[src/pkg/camera_port_defines.svh]
`ifndef CAMERA_PORT_DEFINES_SVH
`define CAMERA_PORT_DEFINES_SVH

// register indices; byte address is four times the index
`define IDX_PIN_IO_CONFIG 14'h0004
`define IDX_PIN_IO_LEVEL 14'h0008
`define IDX_STRAP_READBACK 14'h000d
`define IDX_CAM_CLOCK_SELECT 14'h001c
`define IDX_CAM_STATUS_COMMAND 14'h1000
`define IDX_IRQ_STATUS 14'h1001
`define IDX_IRQ_ENABLE 14'h1002
`define IDX_IRQ_CLEAR 14'h1003

// field positions
`define BIT_AUX_PIN_TWO 2
`define BIT_STRAP_A 5
`define BIT_STRAP_B 6
`define BIT_CABLE_ABSENT 7
`define BIT_REMOTE_POWER 1
`define REV_LSB 8
`define REV_MSB 11
`define IRQ_ATTACH 0
`define IRQ_DETACH 1

// reset values
`define RST_PIN_IO 8'h00
`define RST_CLOCK_SELECT 8'h00
`define RST_STATUS_COMMAND 16'h0000
`define RST_IRQ 2'h0

// bus answers
`define RESP_OKAY 2'h0
`define RESP_SLVERR 2'h2

`endif

[src/pkg/camera_port_pkg.sv]
package camera_port_pkg;

	// drive of one two-way pin
	typedef struct packed
	{
		logic out;
		logic oe;
	} pin_drive_s;

	// strap levels caught at reset release
	typedef struct packed
	{
		logic line_b;
		logic line_a;
	} strap_s;

	// write channel held until both halves are in
	typedef struct packed
	{
		logic [13:0] index;
		logic [31:0] data;
		logic [3:0] strb;
	} reg_write_s;

	typedef logic [1:0] irq_bits_t;

endpackage : camera_port_pkg

[src/core/camera_port_config.sv]
`timescale 1ns/10ps
`include "camera_port_defines.svh"
module camera_port_config #(
	parameter logic [3:0] REVISION = 4'h5 // arbitrary value
)(
	// clock and reset
	input wire logic MCLK,
	input wire logic RST_B,
	// register bus
	input wire logic [15:0] S_AXI_AWADDR,
	input wire logic S_AXI_AWVALID,
	output logic S_AXI_AWREADY,
	input wire logic [31:0] S_AXI_WDATA,
	input wire logic [3:0] S_AXI_WSTRB,
	input wire logic S_AXI_WVALID,
	output logic S_AXI_WREADY,
	output logic [1:0] S_AXI_BRESP,
	output logic S_AXI_BVALID,
	input wire logic S_AXI_BREADY,
	input wire logic [15:0] S_AXI_ARADDR,
	input wire logic S_AXI_ARVALID,
	output logic S_AXI_ARREADY,
	output logic [31:0] S_AXI_RDATA,
	output logic [1:0] S_AXI_RRESP,
	output logic S_AXI_RVALID,
	input wire logic S_AXI_RREADY,
	// configuration straps
	input wire logic CONFIG_STRAP_LINE_A,
	input wire logic CONFIG_STRAP_LINE_B,
	// shared aux pin two (address line eleven)
	input wire logic SHARED_AUX_PIN_TWO_IN,
	output logic SHARED_AUX_PIN_TWO_OUT,
	output logic SHARED_AUX_PIN_TWO_OE,
	// camera side
	input wire logic CABLE_ABSENT,
	input wire logic [7:0] CAMERA_DATA_IN,
	output logic REMOTE_CAMERA_POWER,
	output logic CAMERA_PORT_ENABLE,
	output logic [7:0] CAMERA_CLOCK_SELECT,
	// panel data
	input wire logic [15:0] PANEL_DATA_IN,
	output logic [15:0] PANEL_DATA_BUS,
	// interrupt
	output logic IRQ
);

	logic in_reset; // high until first edge after release
	camera_port_pkg::strap_s strap; // caught strap levels
	logic port_en; // latched camera port enable
	logic [7:0] pin_io_config; // bit 2 drives pin two as output
	logic [7:0] pin_io_level; // bit 2 level of pin two
	logic [7:0] clock_select; // port clock source and divider
	logic remote_power; // power to remote camera
	camera_port_pkg::irq_bits_t irq_status; // sticky events
	camera_port_pkg::irq_bits_t irq_enable; // event mask
	logic cable_absent_q; // previous cable level for edges
	logic aw_held; // address half of a write is in
	logic w_held; // data half of a write is in
	camera_port_pkg::reg_write_s wr; // held write
	logic do_write; // both halves present, response free
	logic [13:0] rd_index; // index of last read, for checks
	camera_port_pkg::pin_drive_s next_pin; // pin two drive
	camera_port_pkg::irq_bits_t next_events; // events this cycle
	camera_port_pkg::irq_bits_t clear_bits; // clear written now

	// byte-lane merge of a write into a narrow register
	function automatic logic [15:0] merge(input logic [15:0] old, input logic [31:0] data, input logic [3:0] strb);
		logic [15:0] res;
		res = old;
		if (strb[0])
			res[7:0] = data[7:0];
		if (strb[1])
			res[15:8] = data[15:8];
		return res;
	endfunction : merge

	// decodes whether an index is mapped
	function automatic logic mapped(input logic [13:0] idx);
		case (idx)
			`IDX_PIN_IO_CONFIG, `IDX_PIN_IO_LEVEL, `IDX_STRAP_READBACK, `IDX_CAM_CLOCK_SELECT,
				`IDX_CAM_STATUS_COMMAND, `IDX_IRQ_STATUS, `IDX_IRQ_ENABLE, `IDX_IRQ_CLEAR:
				return 1'b1;
			default:
				return 1'b0;
		endcase
	endfunction : mapped

	// strap capture; reset only clears, the level is caught after release
	always_ff @(posedge MCLK)
	begin
		if (!RST_B)
		begin
			in_reset <= 1'b1;
			strap <= '0;
			port_en <= 1'b0;
		end
		else if (in_reset)
		begin
			// first edge after release stands for the reset's rising edge
			in_reset <= 1'b0;
			strap <= {CONFIG_STRAP_LINE_B, CONFIG_STRAP_LINE_A};
			port_en <= CONFIG_STRAP_LINE_A & CONFIG_STRAP_LINE_B;
		end
		// otherwise held: later strap activity is ignored
	end

	assign do_write = aw_held && w_held && !S_AXI_BVALID;

	// write address and data taken independently, in either order
	always_ff @(posedge MCLK)
	begin
		if (!RST_B)
		begin
			aw_held <= 1'b0;
			w_held <= 1'b0;
			wr <= '0;
		end
		else
		begin
			if (S_AXI_AWVALID && S_AXI_AWREADY)
			begin
				aw_held <= 1'b1;
				wr.index <= S_AXI_AWADDR[15:2];
			end
			else if (do_write)
				aw_held <= 1'b0;
			if (S_AXI_WVALID && S_AXI_WREADY)
			begin
				w_held <= 1'b1;
				wr.data <= S_AXI_WDATA;
				wr.strb <= S_AXI_WSTRB;
			end
			else if (do_write)
				w_held <= 1'b0;
		end
	end

	// ready flops: one item of each half at a time
	always_ff @(posedge MCLK)
	begin
		if (!RST_B)
		begin
			S_AXI_AWREADY <= 1'b0;
			S_AXI_WREADY <= 1'b0;
		end
		else
		begin
			S_AXI_AWREADY <= !aw_held && !(S_AXI_AWVALID && S_AXI_AWREADY) && !S_AXI_BVALID;
			S_AXI_WREADY <= !w_held && !(S_AXI_WVALID && S_AXI_WREADY) && !S_AXI_BVALID;
		end
	end

	// write response one cycle after both halves are in
	always_ff @(posedge MCLK)
	begin
		if (!RST_B)
		begin
			S_AXI_BVALID <= 1'b0;
			S_AXI_BRESP <= `RESP_OKAY;
		end
		else if (do_write)
		begin
			S_AXI_BVALID <= 1'b1;
			S_AXI_BRESP <= mapped(wr.index) ? `RESP_OKAY : `RESP_SLVERR;
		end
		else if (S_AXI_BREADY)
			S_AXI_BVALID <= 1'b0;
	end

	// software-written control registers
	always_ff @(posedge MCLK)
	begin
		if (!RST_B)
		begin
			pin_io_config <= `RST_PIN_IO;
			pin_io_level <= `RST_PIN_IO;
			clock_select <= `RST_CLOCK_SELECT;
			remote_power <= 1'(`RST_STATUS_COMMAND >> `BIT_REMOTE_POWER);
			irq_enable <= `RST_IRQ;
		end
		else if (do_write)
		begin
			case (wr.index)
				`IDX_PIN_IO_CONFIG:
					pin_io_config <= 8'(merge({8'h00, pin_io_config}, wr.data, wr.strb));
				`IDX_PIN_IO_LEVEL:
					pin_io_level <= 8'(merge({8'h00, pin_io_level}, wr.data, wr.strb));
				`IDX_CAM_CLOCK_SELECT:
					// range of the resulting clock is software's duty
					clock_select <= 8'(merge({8'h00, clock_select}, wr.data, wr.strb));
				`IDX_CAM_STATUS_COMMAND:
					// only the power bit is writable; status fields are fixed or live
					remote_power <= wr.strb[0] ? wr.data[`BIT_REMOTE_POWER] : remote_power;
				`IDX_IRQ_ENABLE:
					irq_enable <= wr.strb[0] ? wr.data[1:0] : irq_enable;
				default:
					; // read-only, clear and unmapped writes store nothing here
			endcase
		end
	end

	// cable edges become events; none on the first edge after reset, where the old level is only a guess
	always_comb
	begin
		next_events[`IRQ_ATTACH] = !in_reset && cable_absent_q && !CABLE_ABSENT;
		next_events[`IRQ_DETACH] = !in_reset && !cable_absent_q && CABLE_ABSENT;
		clear_bits = (do_write && wr.index == `IDX_IRQ_CLEAR && wr.strb[0]) ? wr.data[1:0] : 2'h0;
	end

	// sticky status; an event in the clearing cycle survives
	always_ff @(posedge MCLK)
	begin
		if (!RST_B)
		begin
			cable_absent_q <= 1'b1;
			irq_status <= `RST_IRQ;
			IRQ <= 1'b0;
		end
		else
		begin
			cable_absent_q <= CABLE_ABSENT;
			irq_status <= (irq_status & ~clear_bits) | next_events;
			IRQ <= |(((irq_status & ~clear_bits) | next_events) & irq_enable);
		end
	end

	// read channel: one read at a time, data one cycle after address
	always_ff @(posedge MCLK)
	begin
		if (!RST_B)
		begin
			S_AXI_ARREADY <= 1'b0;
			S_AXI_RVALID <= 1'b0;
			S_AXI_RDATA <= 32'h00000000;
			S_AXI_RRESP <= `RESP_OKAY;
			rd_index <= 14'h0000;
		end
		else if (S_AXI_ARVALID && S_AXI_ARREADY)
		begin
			S_AXI_ARREADY <= 1'b0;
			S_AXI_RVALID <= 1'b1;
			rd_index <= S_AXI_ARADDR[15:2];
			S_AXI_RRESP <= mapped(S_AXI_ARADDR[15:2]) ? `RESP_OKAY : `RESP_SLVERR;
			S_AXI_RDATA <= 32'h00000000;
			case (S_AXI_ARADDR[15:2])
				`IDX_PIN_IO_CONFIG:
					S_AXI_RDATA[7:0] <= pin_io_config;
				`IDX_PIN_IO_LEVEL:
					// pin two shows its live level when set as input; other bits read the stored level
					S_AXI_RDATA[7:0] <= pin_io_config[`BIT_AUX_PIN_TWO] ? pin_io_level
						: {pin_io_level[7:3], SHARED_AUX_PIN_TWO_IN, pin_io_level[1:0]};
				`IDX_STRAP_READBACK:
				begin
					S_AXI_RDATA[`BIT_STRAP_A] <= strap.line_a;
					S_AXI_RDATA[`BIT_STRAP_B] <= strap.line_b;
				end
				`IDX_CAM_CLOCK_SELECT:
					S_AXI_RDATA[7:0] <= clock_select;
				`IDX_CAM_STATUS_COMMAND:
				begin
					// 16-bit status word; upper lanes read zero
					S_AXI_RDATA[`REV_MSB:`REV_LSB] <= REVISION;
					S_AXI_RDATA[`BIT_CABLE_ABSENT] <= CABLE_ABSENT;
					S_AXI_RDATA[`BIT_REMOTE_POWER] <= remote_power;
				end
				`IDX_IRQ_STATUS:
					S_AXI_RDATA[1:0] <= irq_status;
				`IDX_IRQ_ENABLE:
					S_AXI_RDATA[1:0] <= irq_enable;
				default:
					; // clear register and holes read zero
			endcase
		end
		else if (S_AXI_RVALID)
		begin
			S_AXI_RVALID <= !S_AXI_RREADY;
			S_AXI_ARREADY <= S_AXI_RREADY;
		end
		else
			S_AXI_ARREADY <= 1'b1;
	end

	// owner of pin two: camera port or general-purpose registers
	always_comb
	begin
		if (port_en)
		begin
			next_pin.out = remote_power;
			next_pin.oe = 1'b1;
		end
		else
		begin
			next_pin.out = pin_io_level[`BIT_AUX_PIN_TWO];
			next_pin.oe = pin_io_config[`BIT_AUX_PIN_TWO];
		end
	end

	// registered pin and camera outputs
	always_ff @(posedge MCLK)
	begin
		if (!RST_B)
		begin
			SHARED_AUX_PIN_TWO_OUT <= 1'b0;
			SHARED_AUX_PIN_TWO_OE <= 1'b0;
			REMOTE_CAMERA_POWER <= 1'b0;
			CAMERA_PORT_ENABLE <= 1'b0;
			CAMERA_CLOCK_SELECT <= `RST_CLOCK_SELECT;
		end
		else
		begin
			SHARED_AUX_PIN_TWO_OUT <= next_pin.out;
			SHARED_AUX_PIN_TWO_OE <= next_pin.oe;
			REMOTE_CAMERA_POWER <= port_en && remote_power;
			CAMERA_PORT_ENABLE <= port_en;
			CAMERA_CLOCK_SELECT <= clock_select;
		end
	end

	// panel data: upper byte goes to the camera port when enabled
	always_ff @(posedge MCLK)
	begin
		if (!RST_B)
			PANEL_DATA_BUS <= 16'h0000;
		else
		begin
			PANEL_DATA_BUS[7:0] <= PANEL_DATA_IN[7:0];
			// 16-bit colour panels lose their upper byte while the camera owns it
			PANEL_DATA_BUS[15:8] <= port_en ? CAMERA_DATA_IN : PANEL_DATA_IN[15:8];
		end
	end
endmodule : camera_port_config

[config.mk]
export PLATFORM = sky130hd
export DESIGN_NAME = camera_port_config
export DESIGN_NICKNAME = d
export VERILOG_FILES = /design/src/pkg/camera_port_pkg.sv /design/src/core/camera_port_config.sv
export VERILOG_INCLUDE_DIRS = /design/src /design/src/pkg
export SDC_FILE = /design/constraint.sdc
export NUM_CORES = 1
export LEC_CHECK = 0
export BUFFER_PORTS_ARGS = -buffer_cell sky130_fd_sc_hd__buf_2
export CAP_MARGIN = 25
export CORE_MARGIN = 4
export CORE_UTILIZATION = 25
export CTS_CLUSTER_SIZE = 24
export DETAILED_ROUTE_END_ITERATION = 7
export PLACE_DENSITY_LB_ADDON = 0.12
export SKIP_LAST_GASP = 1
export SLEW_MARGIN = 20
export SYNTH_ARGS = -nofsm -noshare
export SYNTH_HDL_FRONTEND = slang
export SYNTH_SLANG_ARGS = --single-unit
[constraint.sdc]
create_clock -name MCLK -period 1.8 [get_ports MCLK]
set_input_delay 0.27 -clock MCLK [delete_from_list [all_inputs] [get_ports MCLK]]
set_output_delay 0.27 -clock MCLK [all_outputs]
set_load 0.02 [all_outputs]
==> impl_results.html, run 1 <==
<table>
<tr><th>Metric</th><th>Value</th></tr>
<tr><th colspan="2">Floorplan</th></tr>
<tr><td>Area of the placeable core</td><td>between 0.015 and 0.02 sq mm</td></tr>
<tr><td>Starting Density</td><td>0.255</td></tr>
<tr><td>Std cell rows</td><td>47</td></tr>
<tr><td>Number of primary I/O pins</td><td>173</td></tr>
<tr><td>Die Area</td><td>0.0191 sq mm</td></tr>
<tr><td>Die Wd</td><td>138 um</td></tr>
<tr><td>Die extent in y</td><td>138 um</td></tr>
<tr><th colspan="2">Timing</th></tr>
<tr><td>Remaining max-slew budget at the tightest pin</td><td>0.515</td></tr>
<tr><td>Count of final max-slew check failures</td><td>0</td></tr>
<tr><td>Setup slack after layout</td><td>155 ps</td></tr>
<tr><td>Clock Skew</td><td>6.62 ps</td></tr>
<tr><td>Transition time at the pin with the least slew margin</td><td>726 ps</td></tr>
<tr><td>WHS</td><td>123 ps</td></tr>
<tr><td>Unrepaired setup endpoints after global routing</td><td>true</td></tr>
<tr><td>Final setup violation count</td><td>0</td></tr>
<tr><td>Final number of hold-violating endpoints</td><td>0</td></tr>
<tr><td>Share of the clock period used by the worst path</td><td>0.914</td></tr>
<tr><td>Maximum clock rate</td><td>608 MHz</td></tr>
<tr><td>Clock period minus worst slack</td><td>approximately 1600 ps</td></tr>
<tr><th colspan="2">Clocking</th></tr>
<tr><td>Number of buffers added by the clock tree synthesis step</td><td>9</td></tr>
<tr><td>Clock transition at the register clock pins on the worst setup and hold paths after CTS</td><td>about 70 ps</td></tr>
<tr><td># clock sinks</td><td>104</td></tr>
<tr><td>Cell at the root of the clock tree</td><td>sky130_fd_sc_hd__clkbuf_16</td></tr>
<tr><td>CTS tree</td><td>done</td></tr>
<tr><td>Hold_buf cts</td><td>0</td></tr>
<tr><td># H-tree levels</td><td>3</td></tr>
<tr><td>Clock network latency to the later pin of the worst-skew pair</td><td>350 ps</td></tr>
<tr><td>Buffers from clock root to sink, at most</td><td>2</td></tr>
<tr><th colspan="2">Setup path</th></tr>
<tr><td>Worst reg-to-reg path cell count</td><td>6</td></tr>
<tr><td>Startpoint of the worst setup timing path</td><td>wr[43]</td></tr>
<tr><td>Worst Setup Start Kind</td><td>register</td></tr>
<tr><td>Largest driver fanout on the critical path</td><td>8</td></tr>
<tr><td>Worst R2R Start</td><td>wr[43]</td></tr>
<tr><td>Longest individual stage delay on the worst path</td><td>roughly 330 ps</td></tr>
<tr><td>Slowest CP cell</td><td>sky130_fd_sc_hd__dfxtp_1</td></tr>
<tr><td>Endpoint type of the worst setup path</td><td>register</td></tr>
<tr><td>Largest delay share family, worst path</td><td>simple AND/OR/NAND/NOR gates</td></tr>
<tr><td>Data arrival time at the worst-slack endpoint</td><td>1880 ps</td></tr>
<tr><td>Total number of cells along the worst setup path</td><td>6</td></tr>
<tr><td>Worst setup slack for register-to-register paths</td><td>160 ps</td></tr>
<tr><td>CP required</td><td>2040 ps</td></tr>
<tr><td>Critical path buffers and inverters</td><td>1</td></tr>
<tr><td>Worst setup path endpoint</td><td>clock_select[7]</td></tr>
<tr><td>Critical R2R Capture</td><td>clock_select[7]</td></tr>
<tr><td>Kind of critical path</td><td>reg -&gt; reg</td></tr>
<tr><td>Series of cell instances along the critical path</td><td>nor4_4 -&gt; and4b_1 -&gt; and3_1 -&gt; nand3_1 -&gt; buf_12 -&gt; mux2i_1</td></tr>
<tr><th colspan="2">GRT</th></tr>
<tr><td>Overflow after GRT</td><td>0</td></tr>
<tr><td>Number of antenna violations at the first check in global routing</td><td>1</td></tr>
<tr><td>Number of global-route vias before repair</td><td>3,577</td></tr>
<tr><td>Total GRT Usage</td><td>0.121</td></tr>
<tr><td>Largest net degree at the start of global routing</td><td>38</td></tr>
<tr><td>First-pass GRT wire length</td><td>around 19,000 um</td></tr>
<tr><th colspan="2">Cells and area</th></tr>
<tr><td>Most frequent standard cell in the layout excluding fill and tap cells</td><td>sky130_fd_sc_hd__buf_2</td></tr>
<tr><td>Fill count</td><td>1,769</td></tr>
<tr><td>Final net count</td><td>around 700</td></tr>
<tr><td>Fraction of layout cells with a size suffix above 1</td><td>0.283</td></tr>
<tr><td>Final instance area</td><td>between 0.005 and 0.006 sq mm</td></tr>
<tr><td>Most frequent cells in the layout</td><td>sky130_fd_sc_hd__buf_2 (117), sky130_fd_sc_hd__dfxtp_1 (104), sky130_fd_sc_hd__nand2_1 (86)</td></tr>
<tr><td>Area Overhead vs Synth</td><td>29.9%</td></tr>
<tr><th colspan="2">Logic synthesis</th></tr>
<tr><td>EDFF count, synth</td><td>0</td></tr>
<tr><td>Ys Warns</td><td>0</td></tr>
<tr><td>Netlist Area Pre-Place</td><td>0.00423 sq mm</td></tr>
<tr><td>Prevailing post-synth register cell</td><td>sky130_fd_sc_hd__dfxtp_1</td></tr>
<tr><td>Register bit total from synthesis</td><td>between 100 and 150</td></tr>
<tr><td>Share of synthesized flip-flops with an asynchronous set or reset</td><td>0</td></tr>
<tr><td>Average cell area after synthesis</td><td>about 9.0 sq um</td></tr>
<tr><td>Share of the yosys chip area belonging to registers</td><td>0.492</td></tr>
<tr><td>Number of distinct library cell variants in the gate-level netlist after synthesis</td><td>49</td></tr>
<tr><td>Post-synthesis cell count</td><td>470</td></tr>
<tr><th colspan="2">Power and ir drop</th></tr>
<tr><td>Worst VDD drop</td><td>0.477 mV</td></tr>
<tr><td>Pwr per Cell Area</td><td>931 mW/mm^2</td></tr>
<tr><td>Leak</td><td>0.00253 uW</td></tr>
<tr><th colspan="2">Detailed routing</th></tr>
<tr><td>Iteration-0 DRC Markers</td><td>about 110</td></tr>
<tr><td>Via count</td><td>between 3,000 and 4,000</td></tr>
<tr><td>Routed WL per cell</td><td>roughly 14 um</td></tr>
<tr><td>DR DRC count</td><td>0</td></tr>
<tr><td>Final wirelength</td><td>11,600 um</td></tr>
<tr><td>Detailed-routing iteration count for the pre-antenna-repair pass</td><td>4</td></tr>
<tr><td>Via-to-Cell Ratio</td><td>4.27</td></tr>
<tr><td>Antenna-violating nets left</td><td>0</td></tr>
<tr><th colspan="2">Hold path</th></tr>
<tr><td>Worst min-delay path category</td><td>in -&gt; reg</td></tr>
<tr><td>Beginning of the worst hold path</td><td>PANEL_DATA_IN[0]</td></tr>
<tr><th colspan="2">Place</th></tr>
<tr><td>Placer congestion estimate</td><td>0.762</td></tr>
<tr><td>HPWL after detailed placement</td><td>8750 um</td></tr>
<tr><td>Port Buffer Count</td><td>117</td></tr>
<tr><td>Post-placement setup slack</td><td>-201 ps</td></tr>
<tr><td>Post-place instance area</td><td>0.00512 sq mm</td></tr>
<tr><th colspan="2">Status</th></tr>
<tr><td>Outcome</td><td>complete, no violations</td></tr>
<tr><th colspan="2">Job</th></tr>
<tr><td>Max capacitance violation total</td><td>0</td></tr>
</table>
[through the flow]
| stage | cells | setup TNS [ps] | util | power (uW) |
|---|---|---|---|---|
| 2_1_floorplan | 493 | -208 | - | 2790 |
| 3_3_place_gp | 809 | -1140 | 0.309 | 2960 |
| 3_5_place_dp | 809 | -1390 | 0.309 | 2970 |
| 4_1_cts | 825 | 0 | 0.329 | 5200 |
| 5_1_grt | 825 | -0.195 | 0.331 | 5350 |
| 6_report | 826 | 0 | 0.331 | 5120 |
[cell type report]
class	count	area, sq um	area share
Sequential cell	104	2080	0.379
Multi-Input combinational cell	329	1910	0.348
Timing Repair Buffer	146	853	0.155
Tap cell	220	275	0.0501
Clock buffer	12	256	0.0467
Clock inverter	4	76.3	0.0139
Inverter	10	37.5	0.00683
Antenna cell	1	2.50	0.000455
[power by group]
| group | switching, uW | internal, uW | leakage (uW) |
|---|---|---|---|
| Clock | 901 | 1300 | 0.000159 |
| Combinational | 292 | 200 | 0.00152 |
| Sequential | 52.0 | 2370 | 0.000848 |
[flip-flops by register name, indices dropped and copies added, names as in the netlist, 2 cells and up]
signal and count:
irq_enable 2, pin_io_level 8, strap 2, clock_select 8
irq_status 2, pin_io_config 8, S_AXI_RDATA 9, wr 23
PANEL_DATA_BUS 16, CAMERA_CLOCK_SELECT 8
[cells by family (layout without fill, tap and decap cells)]
family / count (synthesis) / count (layout) / share of synthesized area
simple gates: 192 / 192 / 0.219
xor+xnor: 2 / 2 / 0.00414
other cells: 1 / 25 / 0.000886
compound gates: 72 / 72 / 0.107
flops: 104 / 104 / 0.492
mux: 39 / 39 / 0.0923
buf+inv: 60 / 172 / 0.0849
[synthesized netlist by cell type (7+ instances only)]
| master | count | area [sq um] |
|---|---|---|
| sky130_fd_sc_hd__buf_4 | 25 | 188 |
| sky130_fd_sc_hd__mux2i_1 | 39 | 390 |
| sky130_fd_sc_hd__o21ai_0 | 7 | 35.0 |
| sky130_fd_sc_hd__a21oi_1 | 34 | 170 |
| sky130_fd_sc_hd__a22oi_1 | 8 | 60.1 |
| sky130_fd_sc_hd__inv_1 | 10 | 37.5 |
| sky130_fd_sc_hd__dfxtp_1 | 104 | 2080 |
| sky130_fd_sc_hd__nand3_1 | 9 | 45.0 |
| sky130_fd_sc_hd__and2_1 | 12 | 75.1 |
| sky130_fd_sc_hd__nor2_1 | 38 | 143 |
| sky130_fd_sc_hd__nand2_1 | 86 | 323 |
| sky130_fd_sc_hd__clkbuf_1 | 15 | 56.3 |
[per-layer routing]
metal	part of all wire	global-route usage	vias to the layer above	routed length [um]
met4	0.018	0.0452	2	203
met2	0.45	0.194	96	5250
met5	0.00060	0	-	7
met1	0.47	0.155	1592	5410
li1	-	-	1818	-
met3	0.060	0.0359	15	697
[repair_timing]
| action | in CTS | in global routing |
|---|---|---|
| pin swaps | 0 | 2 |
| setup endpoints to repair | 8 | 25 |
| buffers inserted | 0 | 0 |
| resized for setup | 1 | 4 |
[how the worst min path moves through the flow]
stage                             end  cells after the start
floorplan              cable_absent_q                      1
global placement               wr[43]                      2
detailed placement             wr[43]                      2
CTS                 PANEL_DATA_BUS[0]                      2
global route        PANEL_DATA_BUS[1]                      2
finish              PANEL_DATA_BUS[0]                      2
Note: power is estimated with default switching activity, not from simulation.
==> inputs of run 2 (changes only) <==
Settings changed: CELL_PAD_IN_SITES_DETAIL_PLACEMENT set to 1, CELL_PAD_IN_SITES_GLOBAL_PLACEMENT set to 1, RECOVER_POWER set to 100.
==> impl_results.html, run 2 (synthesis results as in run 1) <==
<table>
<tr><th>Metric</th><th>Value</th></tr>
<tr><th colspan="2">Place</th></tr>
<tr><td>Placer congestion estimate</td><td>0.708 (-7.1%)</td></tr>
<tr><td>HPWL after detailed placement</td><td>9360 um (+6.9%)</td></tr>
<tr><td>Port Buffer Count</td><td>117 (unchanged)</td></tr>
<tr><th colspan="2">Detailed routing</th></tr>
<tr><td>Final wirelength</td><td>12,100 um (+4.4%)</td></tr>
<tr><td>Antenna-violating nets left</td><td>0 (unchanged)</td></tr>
<tr><td>Iteration-0 DRC Markers</td><td>138 (+30%)</td></tr>
<tr><td>DR DRC count</td><td>0 (unchanged)</td></tr>
<tr><td>Via-to-Cell Ratio</td><td>4.44 (+4.0%)</td></tr>
<tr><td>Detailed-routing iteration count for the pre-antenna-repair pass</td><td>4 (unchanged)</td></tr>
<tr><td>Routed WL per cell</td><td>14.6 um (+4.4%)</td></tr>
<tr><td>Via count</td><td>3,664 (+4.0%)</td></tr>
<tr><th colspan="2">Floorplan</th></tr>
<tr><td>Starting Density</td><td>0.255 (unchanged)</td></tr>
<tr><td>Die Wd</td><td>138 um (unchanged)</td></tr>
<tr><td>Std cell rows</td><td>47 (unchanged)</td></tr>
<tr><td>Area of the placeable core</td><td>0.0166 sq mm (unchanged)</td></tr>
<tr><td>Number of primary I/O pins</td><td>173 (unchanged)</td></tr>
<tr><td>Die extent in y</td><td>138 um (unchanged)</td></tr>
<tr><td>Die Area</td><td>0.0191 sq mm (unchanged)</td></tr>
<tr><th colspan="2">Status</th></tr>
<tr><td>Outcome</td><td>complete, no violations</td></tr>
<tr><th colspan="2">Timing</th></tr>
<tr><td>Transition time at the pin with the least slew margin</td><td>823 ps (+97.6 ps)</td></tr>
<tr><td>Final setup violation count</td><td>0 (unchanged)</td></tr>
<tr><td>Clock Skew</td><td>8.15 ps (+1.53 ps)</td></tr>
<tr><td>Share of the clock period used by the worst path</td><td>0.941 (+0.0275)</td></tr>
<tr><td>Final number of hold-violating endpoints</td><td>0 (unchanged)</td></tr>
<tr><td>Maximum clock rate</td><td>590 MHz (-2.9%)</td></tr>
<tr><td>WHS</td><td>125 ps (+2.02 ps)</td></tr>
<tr><td>Remaining max-slew budget at the tightest pin</td><td>0.451 (-0.0640)</td></tr>
<tr><td>Unrepaired setup endpoints after global routing</td><td>false</td></tr>
<tr><td>Count of final max-slew check failures</td><td>0 (unchanged)</td></tr>
<tr><td>Clock period minus worst slack</td><td>1690 ps (+49.5 ps)</td></tr>
<tr><th colspan="2">Clocking</th></tr>
<tr><td># H-tree levels</td><td>3 (unchanged)</td></tr>
<tr><td>Clock network latency to the later pin of the worst-skew pair</td><td>350 ps (about the same)</td></tr>
<tr><td>Cell at the root of the clock tree</td><td>sky130_fd_sc_hd__clkbuf_16</td></tr>
<tr><td># clock sinks</td><td>104 (unchanged)</td></tr>
<tr><td>Number of buffers added by the clock tree synthesis step</td><td>9 (unchanged)</td></tr>
<tr><td>Buffers from clock root to sink, at most</td><td>2 (unchanged)</td></tr>
<tr><td>CTS tree</td><td>done</td></tr>
<tr><td>Clock transition at the register clock pins on the worst setup and hold paths after CTS</td><td>80 ps (about the same)</td></tr>
<tr><td>Post-CTS setup-driven buffer insertion count</td><td>0 (unchanged)</td></tr>
<tr><th colspan="2">Cells and area</th></tr>
<tr><td>Final net count</td><td>704 (+0.14%)</td></tr>
<tr><td>Area Overhead vs Synth</td><td>26.2%</td></tr>
<tr><td>Most frequent cells in the layout</td><td>sky130_fd_sc_hd__dfxtp_1 (104), sky130_fd_sc_hd__nand2_1 (86), sky130_fd_sc_hd__buf_2 (70)</td></tr>
<tr><td>Most frequent standard cell in the layout excluding fill and tap cells</td><td>sky130_fd_sc_hd__dfxtp_1</td></tr>
<tr><td>Fraction of the core area covered by cells at the end of the flow</td><td>0.322 (-0.00951)</td></tr>
<tr><td>Fill count</td><td>2,012 (+14%)</td></tr>
<tr><td>Antenna diode count</td><td>0 (-1)</td></tr>
<tr><td>Biggest regs</td><td>wr x23, PANEL_DATA_BUS x16, S_AXI_RDATA x9</td></tr>
<tr><td>Flip-flop count of the largest register, all copies and words added</td><td>23 (unchanged)</td></tr>
<tr><td>Fraction of layout cells with a size suffix above 1</td><td>0.193 (-0.0896)</td></tr>
<tr><td>Largest reg by FF count</td><td>wr</td></tr>
<tr><th colspan="2">GRT</th></tr>
<tr><td>Total GRT Usage</td><td>0.126 (+0.00461)</td></tr>
<tr><td>Largest net degree at the start of global routing</td><td>33 (-13%)</td></tr>
<tr><td>Overflow after GRT</td><td>0 (unchanged)</td></tr>
<tr><td>Number of antenna violations at the first check in global routing</td><td>3 (+2)</td></tr>
<tr><td>First-pass GRT wire length</td><td>19,600 um (+5.8%)</td></tr>
<tr><td>Number of global-route vias before repair</td><td>3,813 (+6.6%)</td></tr>
<tr><th colspan="2">Setup path</th></tr>
<tr><td>Worst Setup Start Kind</td><td>register</td></tr>
<tr><td>Kind of critical path</td><td>reg -&gt; reg</td></tr>
<tr><td>Largest driver fanout on the critical path</td><td>8 (unchanged)</td></tr>
<tr><td>Slowest CP cell</td><td>sky130_fd_sc_hd__dfxtp_1</td></tr>
<tr><td>Endpoint type of the worst setup path</td><td>register</td></tr>
<tr><td>Data arrival time at the worst-slack endpoint</td><td>1940 ps (+60 ps)</td></tr>
<tr><td>Most Frequent Cell on Critical Path</td><td>sky130_fd_sc_hd__buf_4</td></tr>
<tr><td>Largest delay share family, worst path</td><td>simple AND/OR/NAND/NOR gates</td></tr>
<tr><td>Critical path buffers and inverters</td><td>2 (+1)</td></tr>
<tr><td>Series of cell instances along the critical path</td><td>nor4_1 -&gt; buf_4 -&gt; and4b_1 -&gt; and3_1 -&gt; nand3_1 -&gt; buf_4 -&gt; mux2i_1</td></tr>
<tr><td>CP required</td><td>2040 ps (about the same)</td></tr>
<tr><td>Longest individual stage delay on the worst path</td><td>320 ps (about the same)</td></tr>
<tr><th colspan="2">Power and ir drop</th></tr>
<tr><td>Worst VDD drop</td><td>0.472 mV (-1.1%)</td></tr>
<tr><td>Leak</td><td>0.00229 uW (-9.5%)</td></tr>
<tr><td>Pwr per Cell Area</td><td>949 mW/mm^2 (+1.9%)</td></tr>
<tr><th colspan="2">Hold path</th></tr>
<tr><td>Worst min-delay path category</td><td>in -&gt; reg</td></tr>
<tr><th colspan="2">Job</th></tr>
<tr><td>Max capacitance violation total</td><td>0 (unchanged)</td></tr>
</table>
==> run 2: area by class of cell <==
| class | instances | area, sq um | share of cell area |
|---|---|---|---|
| inverters | 10 | 37.5 | 0.00703 |
| multi-input cells | 329 | 1880 | 0.352 |
| well taps | 220 | 275 | 0.0516 |
| clock buffers | 9 | 225 | 0.0422 |
| flip-flops and latches | 104 | 2080 | 0.390 |
| clock inverters | 7 | 103 | 0.0192 |
| repair buffers | 147 | 737 | 0.138 |
==> run 2: report_power, final <==
group	switching (uW)	internal (uW)
clock	935	1240
sequential	51.0	2370
combinational	296	174
total	1280	3780
==> run 2: per-stage QoR <==
step | instance area [sq um] | total power, uW | cells | setup TNS [ps] | worst slack, ps
2_1_floorplan | 4320 | 2790 | 493 | -208 | -57.1
3_3_place_gp | 5120 | 2960 | 810 | -1040 | -181
3_5_place_dp | 5120 | 2970 | 810 | -1380 | -254
4_1_cts | 5450 | 5170 | 826 | 0 | 20.5
5_1_grt | 5340 | 5290 | 826 | 0 | 13.6
6_report | 5340 | 5070 | 826 | 0 | 106
==> run 2: worst paths after layout <==
check / from / to / slack [ps] / cells past startpoint
worst max-delay path: wr[49] / clock_select[4] / 110 / 7
worst min-delay path: PANEL_DATA_IN[3] / PANEL_DATA_BUS[3] / 130 / 2
worst max register to register: wr[49] / clock_select[4] / 110 / 7
worst min register to register: wr[43] / wr[43] / 460 / 2
==> run 2: layer usage <==
metal / GRT usage / wire (um) / up-vias
met5: 0 / 29 / -
met4: 0.0473 / 234 / 6
met3: 0.0390 / 624 / 20
met2: 0.213 / 5690 / 86
met1: 0.150 / 5500 / 1733
li1: - / - / 1819
==> run 2: timing repair <==
action                     in CTS  in global routing
setup endpoints to repair       0                 20
gates resized for setup         0                  1
hold buffers                    0                  0
==> inputs of run 3 (changes only) <==
Settings changed: MAX_ROUTING_LAYER set to met4.
==> impl_results.html, run 3 (synthesis results as in run 1) <==
<table>
<tr><th>Metric</th><th>Value</th></tr>
<tr><th colspan="2">Clocking</th></tr>
<tr><td># clock sinks</td><td>104 (unchanged)</td></tr>
<tr><td>Hold_buf cts</td><td>0 (unchanged)</td></tr>
<tr><td>Clock network latency to the later pin of the worst-skew pair</td><td>350 ps (about the same)</td></tr>
<tr><td>Clock transition at the register clock pins on the worst setup and hold paths after CTS</td><td>70 ps (about the same)</td></tr>
<tr><td>Number of buffers added by the clock tree synthesis step</td><td>9 (unchanged)</td></tr>
<tr><td>CTS tree</td><td>done</td></tr>
<tr><td># H-tree levels</td><td>3 (unchanged)</td></tr>
<tr><td>Cell at the root of the clock tree</td><td>sky130_fd_sc_hd__clkbuf_16</td></tr>
<tr><td>Buffers from clock root to sink, at most</td><td>2 (unchanged)</td></tr>
<tr><th colspan="2">Cells and area</th></tr>
<tr><td>Flip-flop count of the largest register, all copies and words added</td><td>23 (unchanged)</td></tr>
<tr><td>Number of standard cells in the layout, taps in and fillers out</td><td>829 (+0.36%)</td></tr>
<tr><td>Area of the multi-input gates</td><td>0.00188 sq mm (unchanged)</td></tr>
<tr><td>Most frequent standard cell in the layout excluding fill and tap cells</td><td>sky130_fd_sc_hd__dfxtp_1</td></tr>
<tr><td>Fraction of the core area covered by cells at the end of the flow</td><td>0.322 (+0.000452)</td></tr>
<tr><td>Fraction of layout cells with a size suffix above 1</td><td>0.193 (unchanged)</td></tr>
<tr><td>Reg area</td><td>0.00208 sq mm (unchanged)</td></tr>
<tr><td>Final net count</td><td>704 (unchanged)</td></tr>
<tr><td>Most frequent cells in the layout</td><td>sky130_fd_sc_hd__dfxtp_1 (104), sky130_fd_sc_hd__nand2_1 (86), sky130_fd_sc_hd__buf_2 (70)</td></tr>
<tr><td>Largest reg by FF count</td><td>wr</td></tr>
<tr><td>Final instance area</td><td>0.00535 sq mm (+0.14%)</td></tr>
<tr><td>Fill count</td><td>2,012 (unchanged)</td></tr>
<tr><td>Area Overhead vs Synth</td><td>26.3%</td></tr>
<tr><td>Biggest regs</td><td>wr x23, PANEL_DATA_BUS x16, S_AXI_RDATA x9</td></tr>
<tr><th colspan="2">Setup path</th></tr>
<tr><td>Series of cell instances along the critical path</td><td>buf_2 -&gt; or4_1 -&gt; or4b_4 -&gt; nor2_1 -&gt; a221oi_1 -&gt; a211oi_1</td></tr>
<tr><td>Largest delay share family, worst path</td><td>simple AND/OR/NAND/NOR gates</td></tr>
<tr><td>Slowest CP cell</td><td>sky130_fd_sc_hd__or4_1</td></tr>
<tr><td>Worst Setup Start Kind</td><td>input pin</td></tr>
<tr><td>CP required</td><td>2070 ps (+30 ps)</td></tr>
<tr><td>Kind of critical path</td><td>in -&gt; reg</td></tr>
<tr><td>Largest driver fanout on the critical path</td><td>7 (-1)</td></tr>
<tr><td>Longest individual stage delay on the worst path</td><td>590 ps (+270 ps)</td></tr>
<tr><td>Data arrival time at the worst-slack endpoint</td><td>1960 ps (+20 ps)</td></tr>
<tr><td>Critical path buffers and inverters</td><td>1 (-1)</td></tr>
<tr><td>Endpoint type of the worst setup path</td><td>register</td></tr>
<tr><th colspan="2">Floorplan</th></tr>
<tr><td>Die Wd</td><td>138 um (unchanged)</td></tr>
<tr><td>Die extent in y</td><td>138 um (unchanged)</td></tr>
<tr><td>Number of primary I/O pins</td><td>173 (unchanged)</td></tr>
<tr><td>Std cell rows</td><td>47 (unchanged)</td></tr>
<tr><td>Starting Density</td><td>0.255 (unchanged)</td></tr>
<tr><td>Area of the placeable core</td><td>0.0166 sq mm (unchanged)</td></tr>
<tr><td>Die Area</td><td>0.0191 sq mm (unchanged)</td></tr>
<tr><th colspan="2">Timing</th></tr>
<tr><td>Clock Skew</td><td>8.37 ps (+0.219 ps)</td></tr>
<tr><td>Maximum clock rate</td><td>590 MHz (-0.13%)</td></tr>
<tr><td>Unrepaired setup endpoints after global routing</td><td>false</td></tr>
<tr><td>Clock period minus worst slack</td><td>1700 ps (+2.23 ps)</td></tr>
<tr><td>Transition time at the pin with the least slew margin</td><td>831 ps (+7.83 ps)</td></tr>
<tr><td>Share of the clock period used by the worst path</td><td>0.942 (+0.00124)</td></tr>
<tr><td>Remaining max-slew budget at the tightest pin</td><td>0.446 (-0.00522)</td></tr>
<tr><td>Final number of hold-violating endpoints</td><td>0 (unchanged)</td></tr>
<tr><td>Final setup violation count</td><td>0 (unchanged)</td></tr>
<tr><td>Count of final max-slew check failures</td><td>0 (unchanged)</td></tr>
<tr><th colspan="2">Place</th></tr>
<tr><td>HPWL after detailed placement</td><td>9360 um (unchanged)</td></tr>
<tr><td>Inst Count DP</td><td>810 (unchanged)</td></tr>
<tr><td>Placer congestion estimate</td><td>0.716 (+1.1%)</td></tr>
<tr><td>Port Buffer Count</td><td>117 (unchanged)</td></tr>
<tr><td>Post-place instance area</td><td>0.00512 sq mm (unchanged)</td></tr>
<tr><th colspan="2">Detailed routing</th></tr>
<tr><td>Routed length on met2</td><td>5630 um (-1.1%)</td></tr>
<tr><td>DR DRC count</td><td>0 (unchanged)</td></tr>
<tr><td>Antenna-violating nets left</td><td>0 (unchanged)</td></tr>
<tr><td>Top Layer Used</td><td>met4</td></tr>
<tr><td>Detailed-routing iteration count for the pre-antenna-repair pass</td><td>4 (unchanged)</td></tr>
<tr><td>Iteration-0 DRC Markers</td><td>138 (unchanged)</td></tr>
<tr><td>Met3 WL</td><td>550 um (-12%)</td></tr>
<tr><td>Final wirelength</td><td>12,100 um (about the same)</td></tr>
<tr><td>Post-route met1 wirelength</td><td>5680 um (+3.3%)</td></tr>
<tr><td>Via count</td><td>3,639 (-0.68%)</td></tr>
<tr><td>Routed WL per cell</td><td>14.6 um (-0.29%)</td></tr>
<tr><td>Via-to-Cell Ratio</td><td>4.39 (-1.0%)</td></tr>
<tr><th colspan="2">GRT</th></tr>
<tr><td>Number of global-route vias before repair</td><td>3,811 (-0.052%)</td></tr>
<tr><td>Largest net degree at the start of global routing</td><td>33 (unchanged)</td></tr>
<tr><td>First-pass GRT wire length</td><td>19,600 um (-0.14%)</td></tr>
<tr><td>Overflow after GRT</td><td>0 (unchanged)</td></tr>
<tr><td>Total GRT Usage</td><td>0.130 (+0.00375)</td></tr>
<tr><td>Number of antenna violations at the first check in global routing</td><td>3 (unchanged)</td></tr>
<tr><th colspan="2">Hold path</th></tr>
<tr><td>Worst min-delay path category</td><td>in -&gt; reg</td></tr>
<tr><th colspan="2">Job</th></tr>
<tr><td>Max capacitance violation total</td><td>0 (unchanged)</td></tr>
<tr><th colspan="2">Power and ir drop</th></tr>
<tr><td>Worst VDD drop</td><td>0.472 mV (about the same)</td></tr>
<tr><td>Total power</td><td>5070 uW (about the same)</td></tr>
<tr><td>Leak</td><td>0.00229 uW (about the same)</td></tr>
<tr><td>Pwr per Cell Area</td><td>947 mW/mm^2 (-0.15%)</td></tr>
<tr><th colspan="2">Status</th></tr>
<tr><td>Outcome</td><td>complete, no violations</td></tr>
</table>
run 3: cell count changes in the layout (fill, tap and decap cells not counted), sizes merged:
cell	delta
diode	+3
run 3: per-layer routing:
layer	vias up	GRT usage
met1	1716	0.152
met5	-	-
met3	15	0.0363
met2	87	0.214
li1	1821	-
met4	0	0.0473
run 3: through the flow:
stage	worst slack, ps	TNS [ps]	hold slack, ps
floorplan	-57.1	-208	371
CTS	20.5	0	114
global placement	-181	-1040	443
global route	13.5	0	116
detailed placement	-254	-1380	450
finish	104	0	127
run 3: path summary, 6_finish.rpt:
kind | start | end | slack, ps | cells past startpoint
max | S_AXI_ARADDR[13] | S_AXI_RDATA[5] | 100 | 6
min | PANEL_DATA_IN[3] | PANEL_DATA_BUS[3] | 130 | 2
max reg2reg | wr[49] | pin_io_config[0] | 100 | 7
min reg2reg | wr[43] | wr[43] | 460 | 2
run 3: report_power, final:
part           internal [uW]  switching [uW]  leakage, uW
logic                    174             297      0.00128
clock network           1240             933     0.000162
registers               2370            51.1     0.000848
total                   3780            1280      0.00229
run 3: final cells by class:
cell class,count,area share
multi-input cells,329,0.352
flip-flops and latches,104,0.389
repair buffers,147,0.138
well taps,220,0.0515
inverters,10,0.00702
diodes,3,0.00140
clock inverters,7,0.0192
clock buffers,9,0.0421
run 3: repair_timing:
action                     in CTS  in global routing
setup buffers                   0                  0
setup endpoints to repair       0                 20
gates resized for setup         0                  1
